$ cat config.mk
export PLATFORM = sky130hd
export DESIGN_NAME = zcdl_top
export DESIGN_NICKNAME = d
export VERILOG_FILES = /design/src/zcdl_pkg.sv /design/src/zcdl_sync3.sv /design/src/zcdl_top.sv
export SDC_FILE = /design/constraint.sdc
export NUM_CORES = 1
export LEC_CHECK = 0
export BUFFER_PORTS_ARGS = -buffer_cell sky130_fd_sc_hd__buf_4
export CORE_ASPECT_RATIO = 1.1
export CORE_UTILIZATION = 46
export CTS_BUF_LIST = sky130_fd_sc_hd__clkbuf_2
export DETAILED_ROUTE_END_ITERATION = 6
export GPL_TIMING_DRIVEN = 0
export PLACE_DENSITY = 0.91
export SYNTH_ARGS = -nofsm -noshare
export SYNTH_HDL_FRONTEND = slang
export SYNTH_SLANG_ARGS = --single-unit
$ cat constraint.sdc
create_clock -name i_core_clk -period 2.2 [get_ports i_core_clk]
set_input_delay 0.22 -clock i_core_clk [delete_from_list [all_inputs] [get_ports i_core_clk]]
set_output_delay 0.22 -clock i_core_clk [all_outputs]
set_load 0.02 [all_outputs]
$ cat src/zcdl_pkg.sv
// Shared constants and types for the zero-cross detector digital logic.
// Assumes a 40 MHz core clock and an APB slave with 32-bit data.
package zcdl_pkg;

    // APB address width and register indices (byte address is index times four)
    localparam int unsigned ADDR_W       = 8;
    localparam logic [1:0]  IDX_CTRL_A   = 2'h0;   // Control register A
    localparam logic [1:0]  IDX_RSVD     = 2'h1;   // Reserved, reads zero
    localparam logic [1:0]  IDX_EDGE_SEL = 2'h2;   // Interrupt edge select
    localparam logic [1:0]  IDX_STATUS   = 2'h3;   // State and crossing flag

    // Field positions
    localparam int unsigned CTRL_ENABLE_BIT   = 0;
    localparam int unsigned CTRL_INVERT_BIT   = 3;
    localparam int unsigned CTRL_PIN_DRV_BIT  = 6;
    localparam int unsigned CTRL_RUNSTDBY_BIT = 7;
    localparam int unsigned STAT_FLAG_BIT     = 0;
    localparam int unsigned STAT_STATE_BIT    = 4;

    // Values after reset
    localparam logic [7:0] CTRL_A_RESET   = 8'h00;
    localparam logic [1:0] EDGE_SEL_RESET = 2'h0;

    // Start-up interval after enable; output ignored meanwhile
    localparam int unsigned CLK_PERIOD_NS  = 25;
    localparam int unsigned STARTUP_NS     = 2000;
    localparam int unsigned STARTUP_CYCLES =
        (STARTUP_NS + CLK_PERIOD_NS - 1) / CLK_PERIOD_NS;
    localparam int unsigned STARTUP_CNT_W  = 8;

    // Synchroniser depth for the state flag
    localparam int unsigned SYNC_STAGES = 3;

    // Interrupt edge selection
    typedef enum logic [1:0] {
        EDGE_NONE = 2'h0,
        EDGE_RISE = 2'h1,
        EDGE_FALL = 2'h2,
        EDGE_BOTH = 2'h3
    } zcdl_edge_t;

    // Start-up sequencer, one-hot
    typedef enum logic [2:0] {
        ST_OFF   = 3'h1,
        ST_START = 3'h2,
        ST_RUN   = 3'h4
    } zcdl_state_t;

    // Control register A contents
    typedef struct packed {
        logic run_stdby;          // Stored only, no sleep logic here
        logic pin_drive_enable;   // Drive detector output on its pin
        logic invert;             // Invert detector output
        logic enable;             // Activate the detector
    } zcdl_ctrl_t;

    // APB request from the master
    typedef struct packed {
        logic              psel;
        logic              penable;
        logic              pwrite;
        logic [ADDR_W-1:0] paddr;
        logic [31:0]       pwdata;
    } zcdl_apb_req_t;

endpackage : zcdl_pkg

$ cat src/zcdl_sync3.sv
// Three-stage level synchroniser for the asynchronous detector output.
// Assumes the input may change at any time relative to the clock.
`timescale 1ns/1ps
module zcdl_sync3 (
    input  wire logic i_core_clk,   // Core clock
    input  wire logic i_rst,        // Async reset, active high
    input  wire logic i_async,      // Asynchronous level
    output logic      o_sync        // Level after three flops
);
    // Shift chain; stage 0 is read only by stage 1
    logic [zcdl_pkg::SYNC_STAGES-1:0] chain_reg;

    // Plain shift, three edges of latency
    always_ff @(posedge i_core_clk or posedge i_rst) begin
        if (i_rst) begin
            chain_reg <= '0;
        end else begin
            chain_reg <= {chain_reg[zcdl_pkg::SYNC_STAGES-2:0], i_async};
        end
    end

    assign o_sync = chain_reg[zcdl_pkg::SYNC_STAGES-1];
endmodule : zcdl_sync3

$ cat src/zcdl_top.sv
// Digital side of the zero-cross detector: control registers over APB,
// polarity, pin drive, level event, state flag and crossing flag.
// Assumes the analog comparator output arrives asynchronously on i_comp_out.
// Operation
// Software configures pin analog before enabling
// Pin drive bit routes output to pin
// Enable bit activates comparator and logic
// Output invalid during start-up after enable
// State one above reference, zero below
// Invert bit reverses output and state
// Edge selection follows inverted output
// Event is asynchronous level of output
// No event inputs accepted
// Edge select: none, rise, fall, both
// Flag set on edge, write-one clears
// State flag lags by three-flop synchroniser
// Edges from synced output, one-cycle set
`timescale 1ns/1ps
module zcdl_top (
    input  wire logic                    i_core_clk,   // 40 MHz core clock
    input  wire logic                    i_rst,        // Async reset, active high
    input  wire zcdl_pkg::zcdl_apb_req_t i_apb,        // APB request
    output logic [31:0]                  o_prdata,     // APB read data
    output logic                         o_pready,     // APB ready
    output logic                         o_pslverr,    // APB error, unmapped
    input  wire logic                    i_comp_out,   // Raw comparator, async
    output logic                         o_comp_enable,// Comparator power-up
    output logic                         o_out_pin,    // Detector output pin
    output logic                         o_out_pin_oe, // Pin output enable
    output logic                         o_event_level,// Level event to network
    output logic                         o_irq,        // Crossing request
    output logic                         o_zcd_ready   // Start-up interval over
);
    // Registers
    zcdl_pkg::zcdl_ctrl_t  ctrl_reg;       // Control register A
    zcdl_pkg::zcdl_edge_t  edge_sel_reg;   // Interrupt edge select
    zcdl_pkg::zcdl_state_t state_reg;      // Start-up sequencer
    zcdl_pkg::zcdl_state_t state_next;     // Sequencer next state
    logic [zcdl_pkg::STARTUP_CNT_W-1:0] cnt_reg;   // Start-up countdown
    logic                  flag_reg;       // Crossing flag
    logic                  prev_reg;       // Last synced output
    logic [31:0]           prdata_reg;     // Read data, caught in setup
    logic                  pslverr_reg;    // Error, caught in setup

    // Decoded wires
    logic        out_level;      // Polarity-adjusted detector output
    logic        state_sync;     // Synchronised output for state flag
    logic        rise;           // Rising edge of synced output
    logic        fall;           // Falling edge of synced output
    logic        set_flag;       // One-cycle flag set
    logic        setup_ph;       // APB setup cycle
    logic        wr_en;          // APB write takes effect
    logic [1:0]  idx;            // Register index
    logic        addr_ok;        // Address maps to a register
    logic        wr_ctrl;        // Write to control A
    logic        wr_edge;        // Write to edge select
    logic        wr_stat;        // Write to status
    logic [31:0] rd_word;        // Read mux output
    logic [zcdl_pkg::STARTUP_CNT_W-1:0] startup_cnt;  // Load value

    // Edge qualifier, used by the flag logic only
    function automatic logic edge_hit(input zcdl_pkg::zcdl_edge_t mode,
                                      input logic r, input logic f);
        edge_hit = ((mode == zcdl_pkg::EDGE_RISE) && r) ||
                   ((mode == zcdl_pkg::EDGE_FALL) && f) ||
                   ((mode == zcdl_pkg::EDGE_BOTH) && (r || f));
    endfunction : edge_hit

    // Comparator runs only while enabled; output held low otherwise
    assign o_comp_enable = ctrl_reg.enable;
    assign out_level     = ctrl_reg.enable & (i_comp_out ^ ctrl_reg.invert);
    // Asynchronous level straight from the comparator path, no clocking
    assign o_event_level = out_level;
    // Module has no event input port at all                             R09
    assign o_out_pin     = out_level;
    assign o_out_pin_oe  = ctrl_reg.enable & ctrl_reg.pin_drive_enable;

    // Synchroniser on the already inverted output, so inversion hits edges too
    zcdl_sync3 u_sync (
        .i_core_clk (i_core_clk),
        .i_rst      (i_rst),
        .i_async    (out_level),
        .o_sync     (state_sync)
    );

    // Edges from the synced level; ignored until start-up has elapsed
    assign rise     = state_sync & ~prev_reg;
    assign fall     = ~state_sync & prev_reg;
    assign set_flag = (state_reg == zcdl_pkg::ST_RUN) &&
                      edge_hit(edge_sel_reg, rise, fall);
    assign o_irq       = flag_reg && (edge_sel_reg != zcdl_pkg::EDGE_NONE);
    assign o_zcd_ready = (state_reg == zcdl_pkg::ST_RUN);

    // APB decode; zero-wait slave, data prepared in the setup cycle
    assign setup_ph = i_apb.psel & ~i_apb.penable;
    assign wr_en    = i_apb.psel & i_apb.penable & i_apb.pwrite;
    assign idx      = i_apb.paddr[3:2];
    assign addr_ok  = (i_apb.paddr[1:0] == 2'h0) &&
                      (i_apb.paddr[zcdl_pkg::ADDR_W-1:4] == '0);
    assign wr_ctrl  = wr_en && addr_ok && (idx == zcdl_pkg::IDX_CTRL_A);
    assign wr_edge  = wr_en && addr_ok && (idx == zcdl_pkg::IDX_EDGE_SEL);
    assign wr_stat  = wr_en && addr_ok && (idx == zcdl_pkg::IDX_STATUS);
    assign o_pready  = 1'b1;
    assign o_prdata  = prdata_reg;
    assign o_pslverr = pslverr_reg;
    assign startup_cnt = zcdl_pkg::STARTUP_CNT_W'(zcdl_pkg::STARTUP_CYCLES - 1);

    // Read mux; reserved word and bits read zero
    always_comb begin
        rd_word = 32'h0000_0000;
        if (addr_ok) begin
            case (idx)
                zcdl_pkg::IDX_CTRL_A: begin
                    rd_word[zcdl_pkg::CTRL_ENABLE_BIT]   = ctrl_reg.enable;
                    rd_word[zcdl_pkg::CTRL_INVERT_BIT]   = ctrl_reg.invert;
                    rd_word[zcdl_pkg::CTRL_PIN_DRV_BIT]  = ctrl_reg.pin_drive_enable;
                    rd_word[zcdl_pkg::CTRL_RUNSTDBY_BIT] = ctrl_reg.run_stdby;
                end
                zcdl_pkg::IDX_EDGE_SEL: begin
                    rd_word[1:0] = edge_sel_reg;
                end
                zcdl_pkg::IDX_STATUS: begin
                    rd_word[zcdl_pkg::STAT_FLAG_BIT]  = flag_reg;
                    rd_word[zcdl_pkg::STAT_STATE_BIT] = state_sync;
                end
                default: begin
                    rd_word = 32'h0000_0000;
                end
            endcase
        end
    end

    // Read data and error caught in setup, stable through access
    always_ff @(posedge i_core_clk or posedge i_rst) begin
        if (i_rst) begin
            prdata_reg  <= 32'h0000_0000;
            pslverr_reg <= 1'b0;
        end else if (setup_ph) begin
            prdata_reg  <= rd_word;
            pslverr_reg <= ~addr_ok;
        end
    end

    // Software-written registers; unmapped writes dropped
    always_ff @(posedge i_core_clk or posedge i_rst) begin
        if (i_rst) begin
            ctrl_reg     <= zcdl_pkg::zcdl_ctrl_t'({zcdl_pkg::CTRL_A_RESET[7],
                            zcdl_pkg::CTRL_A_RESET[6], zcdl_pkg::CTRL_A_RESET[3],
                            zcdl_pkg::CTRL_A_RESET[0]});
            edge_sel_reg <= zcdl_pkg::zcdl_edge_t'(zcdl_pkg::EDGE_SEL_RESET);
        end else begin
            if (wr_ctrl) begin
                ctrl_reg.enable           <= i_apb.pwdata[zcdl_pkg::CTRL_ENABLE_BIT];
                ctrl_reg.invert           <= i_apb.pwdata[zcdl_pkg::CTRL_INVERT_BIT];
                ctrl_reg.pin_drive_enable <= i_apb.pwdata[zcdl_pkg::CTRL_PIN_DRV_BIT];
                ctrl_reg.run_stdby        <= i_apb.pwdata[zcdl_pkg::CTRL_RUNSTDBY_BIT];
            end
            if (wr_edge) begin
                edge_sel_reg <= zcdl_pkg::zcdl_edge_t'(i_apb.pwdata[1:0]);
            end
        end
    end

    // Crossing flag: a set in the clearing cycle wins
    always_ff @(posedge i_core_clk or posedge i_rst) begin
        if (i_rst) begin
            flag_reg <= 1'b0;
            prev_reg <= 1'b0;
        end else begin
            prev_reg <= state_sync;
            if (set_flag) begin
                flag_reg <= 1'b1;
            end else if (wr_stat && i_apb.pwdata[zcdl_pkg::STAT_FLAG_BIT]) begin
                flag_reg <= 1'b0;
            end
        end
    end

    // Start-up sequencer next state
    always_comb begin
        state_next = state_reg;
        case (state_reg)
            zcdl_pkg::ST_OFF: begin
                if (ctrl_reg.enable) state_next = zcdl_pkg::ST_START;
            end
            zcdl_pkg::ST_START: begin
                if (!ctrl_reg.enable)  state_next = zcdl_pkg::ST_OFF;
                else if (cnt_reg == '0) state_next = zcdl_pkg::ST_RUN;
            end
            zcdl_pkg::ST_RUN: begin
                if (!ctrl_reg.enable) state_next = zcdl_pkg::ST_OFF;
            end
            default: begin
                state_next = zcdl_pkg::ST_OFF;
            end
        endcase
    end

    // Sequencer and countdown; count reloads while off
    always_ff @(posedge i_core_clk or posedge i_rst) begin
        if (i_rst) begin
            state_reg <= zcdl_pkg::ST_OFF;
            cnt_reg   <= '0;
        end else begin
            state_reg <= state_next;
            if (state_reg != zcdl_pkg::ST_START) cnt_reg <= startup_cnt;
            else if (cnt_reg != '0)              cnt_reg <= cnt_reg - 1'b1;
        end
    end
endmodule : zcdl_top

==> results of run 1 <==
==> how the worst min path moves through the flow <==
stage	start	endpoint	slack [ns]	cells past startpoint
after floorplan	i_rst	cnt_reg[0]$_DFFE_PP0P_	0.30	1
after global placement	u_sync.chain_reg[1]$_DFF_PP0_	u_sync.chain_reg[2]$_DFF_PP0_	0.33	0
after detailed placement	u_sync.chain_reg[0]$_DFF_PP0_	u_sync.chain_reg[1]$_DFF_PP0_	0.35	0
after CTS	i_apb[3]	ctrl_reg[1]$_DFFE_PP0P_	0.04	2
after global routing	i_apb[7]	ctrl_reg[3]$_DFFE_PP0P_	0.02	2
final	i_apb[3]	ctrl_reg[1]$_DFFE_PP0P_	0.06	2
==> layout make-up <==
cell class	count	area, um2	area share
tap	48	60.1	0.0290
inverter	7	26.3	0.0127
timing repair buffer	31	233	0.113
sequential	29	727	0.351
clock buffer	5	25.0	0.0121
clock inverter	3	17.5	0.00847
multi-input combinational	125	754	0.365
buffer	32	225	0.109
==> kinds of logic (layout without fill, tap and decap cells) <==
logic type | Yosys count | count (layout) | synth area share
simple gates | 53 | 53 | 0.186
flops | 29 | 29 | 0.444
compound gates | 32 | 32 | 0.123
buf+inv | 39 | 78 | 0.153
other cells | 2 | 27 | 0.00458
fa+ha+maj | 4 | 4 | 0.0305
xor+xnor | 2 | 2 | 0.0107
mux | 7 | 7 | 0.0481
==> stage by stage <==
step | instance area, um2 | util
floorplan | 1730 | -
global placement | 2030 | 0.603
detailed placement | 2030 | 0.603
CTS | 2070 | 0.616
global route | 2070 | 0.616
finish | 2070 | 0.616
==> critical path: stages (launching register included) <==
cell	delay, ns
dfrtp_1	0.46
nor3b_1	0.46
buf_4	0.24
==> cells in the mapped netlist (2+ instances only) <==
cell type / n
or3b_2: 3
a21oi_1: 5
ha_1: 4
nand4_1: 3
buf_4: 28
or4_1: 2
conb_1: 2
mux2_2: 7
o21a_1: 3
nand2_1: 14
nor2_1: 6
o21ai_0: 13
o211ai_1: 2
and2_1: 2
nor4_1: 2
clkbuf_1: 3
nand2b_1: 2
and3_1: 2
nor3b_1: 2
inv_1: 7
nand3_1: 3
nor3_1: 3
o31ai_1: 2
xor2_1: 2
nor2b_1: 3
dfrtp_1: 28
==> where the power goes <==
part / total, W / internal (W) / switching, W
clock network: 0.000270 / 0.0000739 / 0.000196
logic: 0.000136 / 0.0000609 / 0.0000756
registers: 0.000540 / 0.000537 / 0.00000313
==> layer usage <==
layer / part of all wire / routed length (um)
met1: 0.43 / 1250
met2: 0.49 / 1430
met3: 0.057 / 167
met4: 0.026 / 76
met5: 0 / 0
==> flow_summary.yaml, run 1 <==
grt:
  top_usage_layer: "met2"
  grt_use_met1: 0.201
  grt_pass1_vias: 1135
  grt_overflow_total: 0
  use_met2: 0.271
  grtUsageMet3: 0.0499
  grt_max_degree: 30
  antenna_found_initial: 0
  grt_pass1_wl_um: 4840
  grt.total_usage: 0.173
timing:
  maxSlewViolCount: 0
  slew_headroom: 0.281
  period_needed_ns: 1.75
  tightest_slew_ns: 1.08
  setup_ws_ns: 0.451
  hold_violations: 0
  fin_skew_ns: 0.00962
  finalSetupViolations: 0
  tns_ns: 0
  fin_hold_ws_ns: 0.0601
  period_share: 0.795
  rsz0062_at_grt: "no"
  fmax_ghz: 0.572
placement:
  globalplace.congestion: 0.834
  numPortBuffers: 31
  dpl.hpwl_um: 2220
  preCtsSetupSlack_ns: 0.512
  place_inst: 272
worst_setup_path:
  setup.worst_path.class: "flop to output pin"
  reg2regPathDepth: 6
  cp_data_arrival_time_ns: 1.53
  path_max_fanout: 6
  worst_setup_path_end_kind: "output pin"
  cp.required_ns: 1.98
  r2r-end: "cnt_reg[1]$_DFFE_PP0P_"
  crit_path_start_kind: "flop"
  crit_start: "state_reg[1]$_DFFE_PP0P_"
  crit_end: "o_zcd_ready"
  ff2ff_setup_slack_ns: 0.46
  reg2reg_from: "cnt_reg[0]$_DFFE_PP0P_"
logic_synthesis:
  async_reset_ff_frac: 1.00
  yosysSeqAreaShare: 0.444
  synth_edf_count: 0
  synthesis.area_um2: 1640
  synth_top_cell_area_share: 0.427
  synth-seq-cells: 29
  synth_top_cell_by_area: "dfrtp_1"
  synthFlopType: "dfrtp_1"
  yosys_warnings: 0
  synthTopCellsByArea: "dfrtp_1 (43%), buf_4 (13%), mux2_2 (4.8%)"
  synth_cell_types: 41
  syn_inst: 168
  syn_area_per_cell_um2: 9.76
pwr:
  peakVddDrop_mv: 0.354
  leakage_nw: 1.04
  p_total_w: 0.000946
  p_per_area_nw_per_um2: 458
finish:
  n_antenna_cell: 0
  fillers: 296
  area_growth_pct: 26.2
  layout-drive-gt1-share: 0.345
  final_common_cell: "buf_4"
  fin_nets: 281
  largest_register_ffs: 8
  final_cells: 280
  layout.cells.most_common_list: "buf_4 (59), dfrtp_1 (28), conb_1 (27), nand2_1 (14), o21ai_0 (13)"
clocking:
  cts_tree: "yes"
  clockBufferDepth: 2
  cts_made_buffers: 5
  clk_pin_slew_ns: 0.16
  cts-root-buf: "clkbuf_2"
  ctsHoldBuffers: 0
  post_cts_buffers: 0
  cts_resized: 0
  numClockSinks: 29
  clk_latency_ns: 0.38
  htree_levels: 2
floorplan:
  die_area_um2: 3810
  fp.dieH_um: 64.6
  core_area_um2: 3360
  die_w_um: 58.9
  row_count: 22
  pin_count: 86
  start_util: 0.488
detailed_routing:
  first_pass_iters: 4
  ant_nets: 0
  vias: 1322
  post_drt_wl_per_cell_um: 10.4
  drt_iter0_drc: 23
  vias_per_cell: 4.72
  wl_um: 2920
  drc: 0
run_status:
  status: "finished, final reports clean"
worst_hold_path:
  hp-class: "primary input to flop"
flow_run:
  cap_violations: 0
Power figures use the tool's default switching activity.
==> run 2, diff against run 1 <==
--- a/config.mk
+++ b/config.mk
@@ -7,11 +7,11 @@
 export LEC_CHECK = 0
 export BUFFER_PORTS_ARGS = -buffer_cell sky130_fd_sc_hd__buf_4
 export CORE_ASPECT_RATIO = 1.1
-export CORE_UTILIZATION = 46
+export CORE_UTILIZATION = 42
 export CTS_BUF_LIST = sky130_fd_sc_hd__clkbuf_2
 export DETAILED_ROUTE_END_ITERATION = 6
 export GPL_TIMING_DRIVEN = 0
-export PLACE_DENSITY = 0.91
+export PLACE_DENSITY = 0.88
 export SYNTH_ARGS = -nofsm -noshare
 export SYNTH_HDL_FRONTEND = slang
 export SYNTH_SLANG_ARGS = --single-unit
==> constraint.sdc (replaced) <==
create_clock -name i_core_clk -period 1.6 [get_ports i_core_clk]
set_input_delay 0.16 -clock i_core_clk [delete_from_list [all_inputs] [get_ports i_core_clk]]
set_output_delay 0.16 -clock i_core_clk [all_outputs]
set_load 0.02 [all_outputs]
==> flow_summary.yaml, run 2 (synthesis results as in run 1) <==
pwr:
  power_frac_clock: 0.277
  p_sw_w: 0.000365
  combPwrFrac: 0.154
  p_per_area_nw_per_um2: 589
  peakVddDrop_mv: 0.333
  sequentialPowerShare: 0.569
  cell_internal_pwr_w: 0.000940
  swShare: 0.280
  p_total_w: 0.00131
  leakage_nw: 1.10
finish:
  layout-drive-gt1-share: 0.407
  fin_nets: 292
  fillers: 324
  largest_register_ffs: 8
  final_cells: 293
  final_common_cell: "buf_4"
  area_growth_pct: 35.2
  n_antenna_cell: 0
  layout.cells.most_common_list: "buf_4 (64), conb_1 (27), dfrtp_1 (25), nand2_1 (14), o21ai_0 (13)"
clocking:
  cts_tree: "yes"
  clk_latency_ns: 0.36
  htree_levels: 2
  clk_pin_slew_ns: 0.16
  clockBufferDepth: 2
  numClockSinks: 29
  cts-root-buf: "clkbuf_2"
  cts_made_buffers: 5
timing:
  tns_ns: -0.0247
  tightest_slew_ns: 1.06
  setup_ws_ns: -0.0247
  finalSetupViolations: 1
  period_needed_ns: 1.62
  fin_skew_ns: 0.0170
  hold_violations: 0
  fmax_ghz: 0.615
  maxSlewViolCount: 0
  period_share: 1.02
  rsz0062_at_grt: "yes"
  slew_headroom: 0.290
worst_setup_path:
  cp_cell_sequence: "buf_6 -> or3_4 -> or4_1 -> a21oi_1"
  critPathBufInv: 1
  setup.worst_path.class: "flop to flop"
  max_stage_delay_ns: 0.49
  cp_slowest_cell: "or4_1"
  reg2regPathDepth: 4
  path_max_fanout: 4
  cp.required_ns: 1.88
  worst_setup_path_end_kind: "flop"
  crit_path_start_kind: "flop"
  cp_data_arrival_time_ns: 1.90
  crit_cells: 4
  cp_top_family: "simple AND/OR/NAND/NOR gates"
floorplan:
  die_w_um: 61.6
  die_area_um2: 4160
  row_count: 23
  fp.dieH_um: 67.5
  core_area_um2: 3680
  pin_count: 86
  start_util: 0.445
grt:
  grt.total_usage: 0.167
  grt_overflow_total: 0
  grt_pass1_wl_um: 5020
  use_met2: 0.284
  grt_max_degree: 30
  grt_pass1_vias: 1153
  top_usage_layer: "met2"
  grtUsageMet3: 0.0249
  antenna_found_initial: 0
  grt_use_met1: 0.199
placement:
  numPortBuffers: 31
  place_inst: 274
  preCtsSetupSlack_ns: -0.0829
  dpl.hpwl_um: 2290
  globalplace.congestion: 0.763
detailed_routing:
  post_drt_wl_per_cell_um: 11.6
  drc: 0
  vias_per_cell: 4.61
  first_pass_iters: 4
  drt_iter0_drc: 49
  ant_nets: 0
  wl_um: 3400
  vias: 1350
run_status:
  status: "finished with violations"
  violations: "setup timing"
flow_run:
  cap_violations: 0
worst_hold_path:
  hp-class: "primary input to asynchronous set/reset pin"
## run 2: cell count changes in the layout (fill, tap and decap cells not counted), sizes merged
cell / delta
clkbuf: -1
clkinvlp: -1
dlygate4sd3: +5
buf: +8
## run 2: power groups by stage
stage          clock (W)  sequential, W  combinational, W
2_1_floorplan          0       0.000755          0.000137
3_3_place_gp           0       0.000755          0.000185
3_5_place_dp           0       0.000756          0.000187
4_1_cts         0.000372       0.000742          0.000192
5_1_grt         0.000410       0.000744          0.000222
6_report        0.000362       0.000743          0.000202
## run 2: worst reg2reg max path, stage by stage, from the launching register on
cell and delay (ns):
dfrtp_1 0.43, buf_6 0.13, or3_4 0.36, or4_1 0.49, a21oi_1 0.15
## run 2: path summary, 6_finish.rpt
check                                                   start                             to  slack, ns
worst max-delay path                   cnt_reg[0]$_DFFE_PP0P_         cnt_reg[7]$_DFFE_PP0P_      -0.02
worst min-delay path                                    i_rst  u_sync.chain_reg[2]$_DFF_PP0_       0.05
worst max register to register         cnt_reg[0]$_DFFE_PP0P_         cnt_reg[7]$_DFFE_PP0P_      -0.02
worst min register to register  u_sync.chain_reg[0]$_DFF_PP0_  u_sync.chain_reg[1]$_DFF_PP0_       0.37
max in group asynchronous                               i_rst       state_reg[1]$_DFFE_PP0P_       0.83
min in group i_core_clk                             i_apb[35]        o_prdata[4]$_DFFE_PP0P_       0.09
## run 2: repair_timing
| item | 4_1_cts | 5_1_grt |
|---|---|---|
| pin swaps | 3 | 2 |
| buffers inserted | 7 | 1 |
| hold buffers | 2 | 3 |
| endpoints found under the hold margin | 2 | 3 |
| resized for setup | 7 | 11 |
| setup endpoints to repair | 10 | 11 |
## run 2: metal layers
layer | vias to the layer above | wire length (um)
met5 | - | 0
met4 | 0 | 96
met3 | 9 | 142
met2 | 47 | 1750
met1 | 618 | 1410
li1 | 676 | -
## run 2: cell type report
type / count / area [um2] / area share
Clock buffer: 6 / 30.0 / 0.0136
Clock inverter: 2 / 10.0 / 0.00452
Timing Repair Buffer: 44 / 354 / 0.160
Sequential cell: 29 / 731 / 0.330
Buffer: 30 / 219 / 0.0988
Tap cell: 50 / 62.6 / 0.0282
Multi-Input combinational cell: 125 / 783 / 0.353
Inverter: 7 / 26.3 / 0.0119
## run 2: per-stage QoR
step / util / hold slack (ns) / instance area, um2
finish: 0.602 / 0.0464 / 2220
global route: 0.602 / 0.0859 / 2220
CTS: 0.587 / 0.000924 / 2160
detailed placement: 0.551 / 0.335 / 2030
global placement: 0.551 / 0.333 / 2030
floorplan: - / 0.237 / 1730
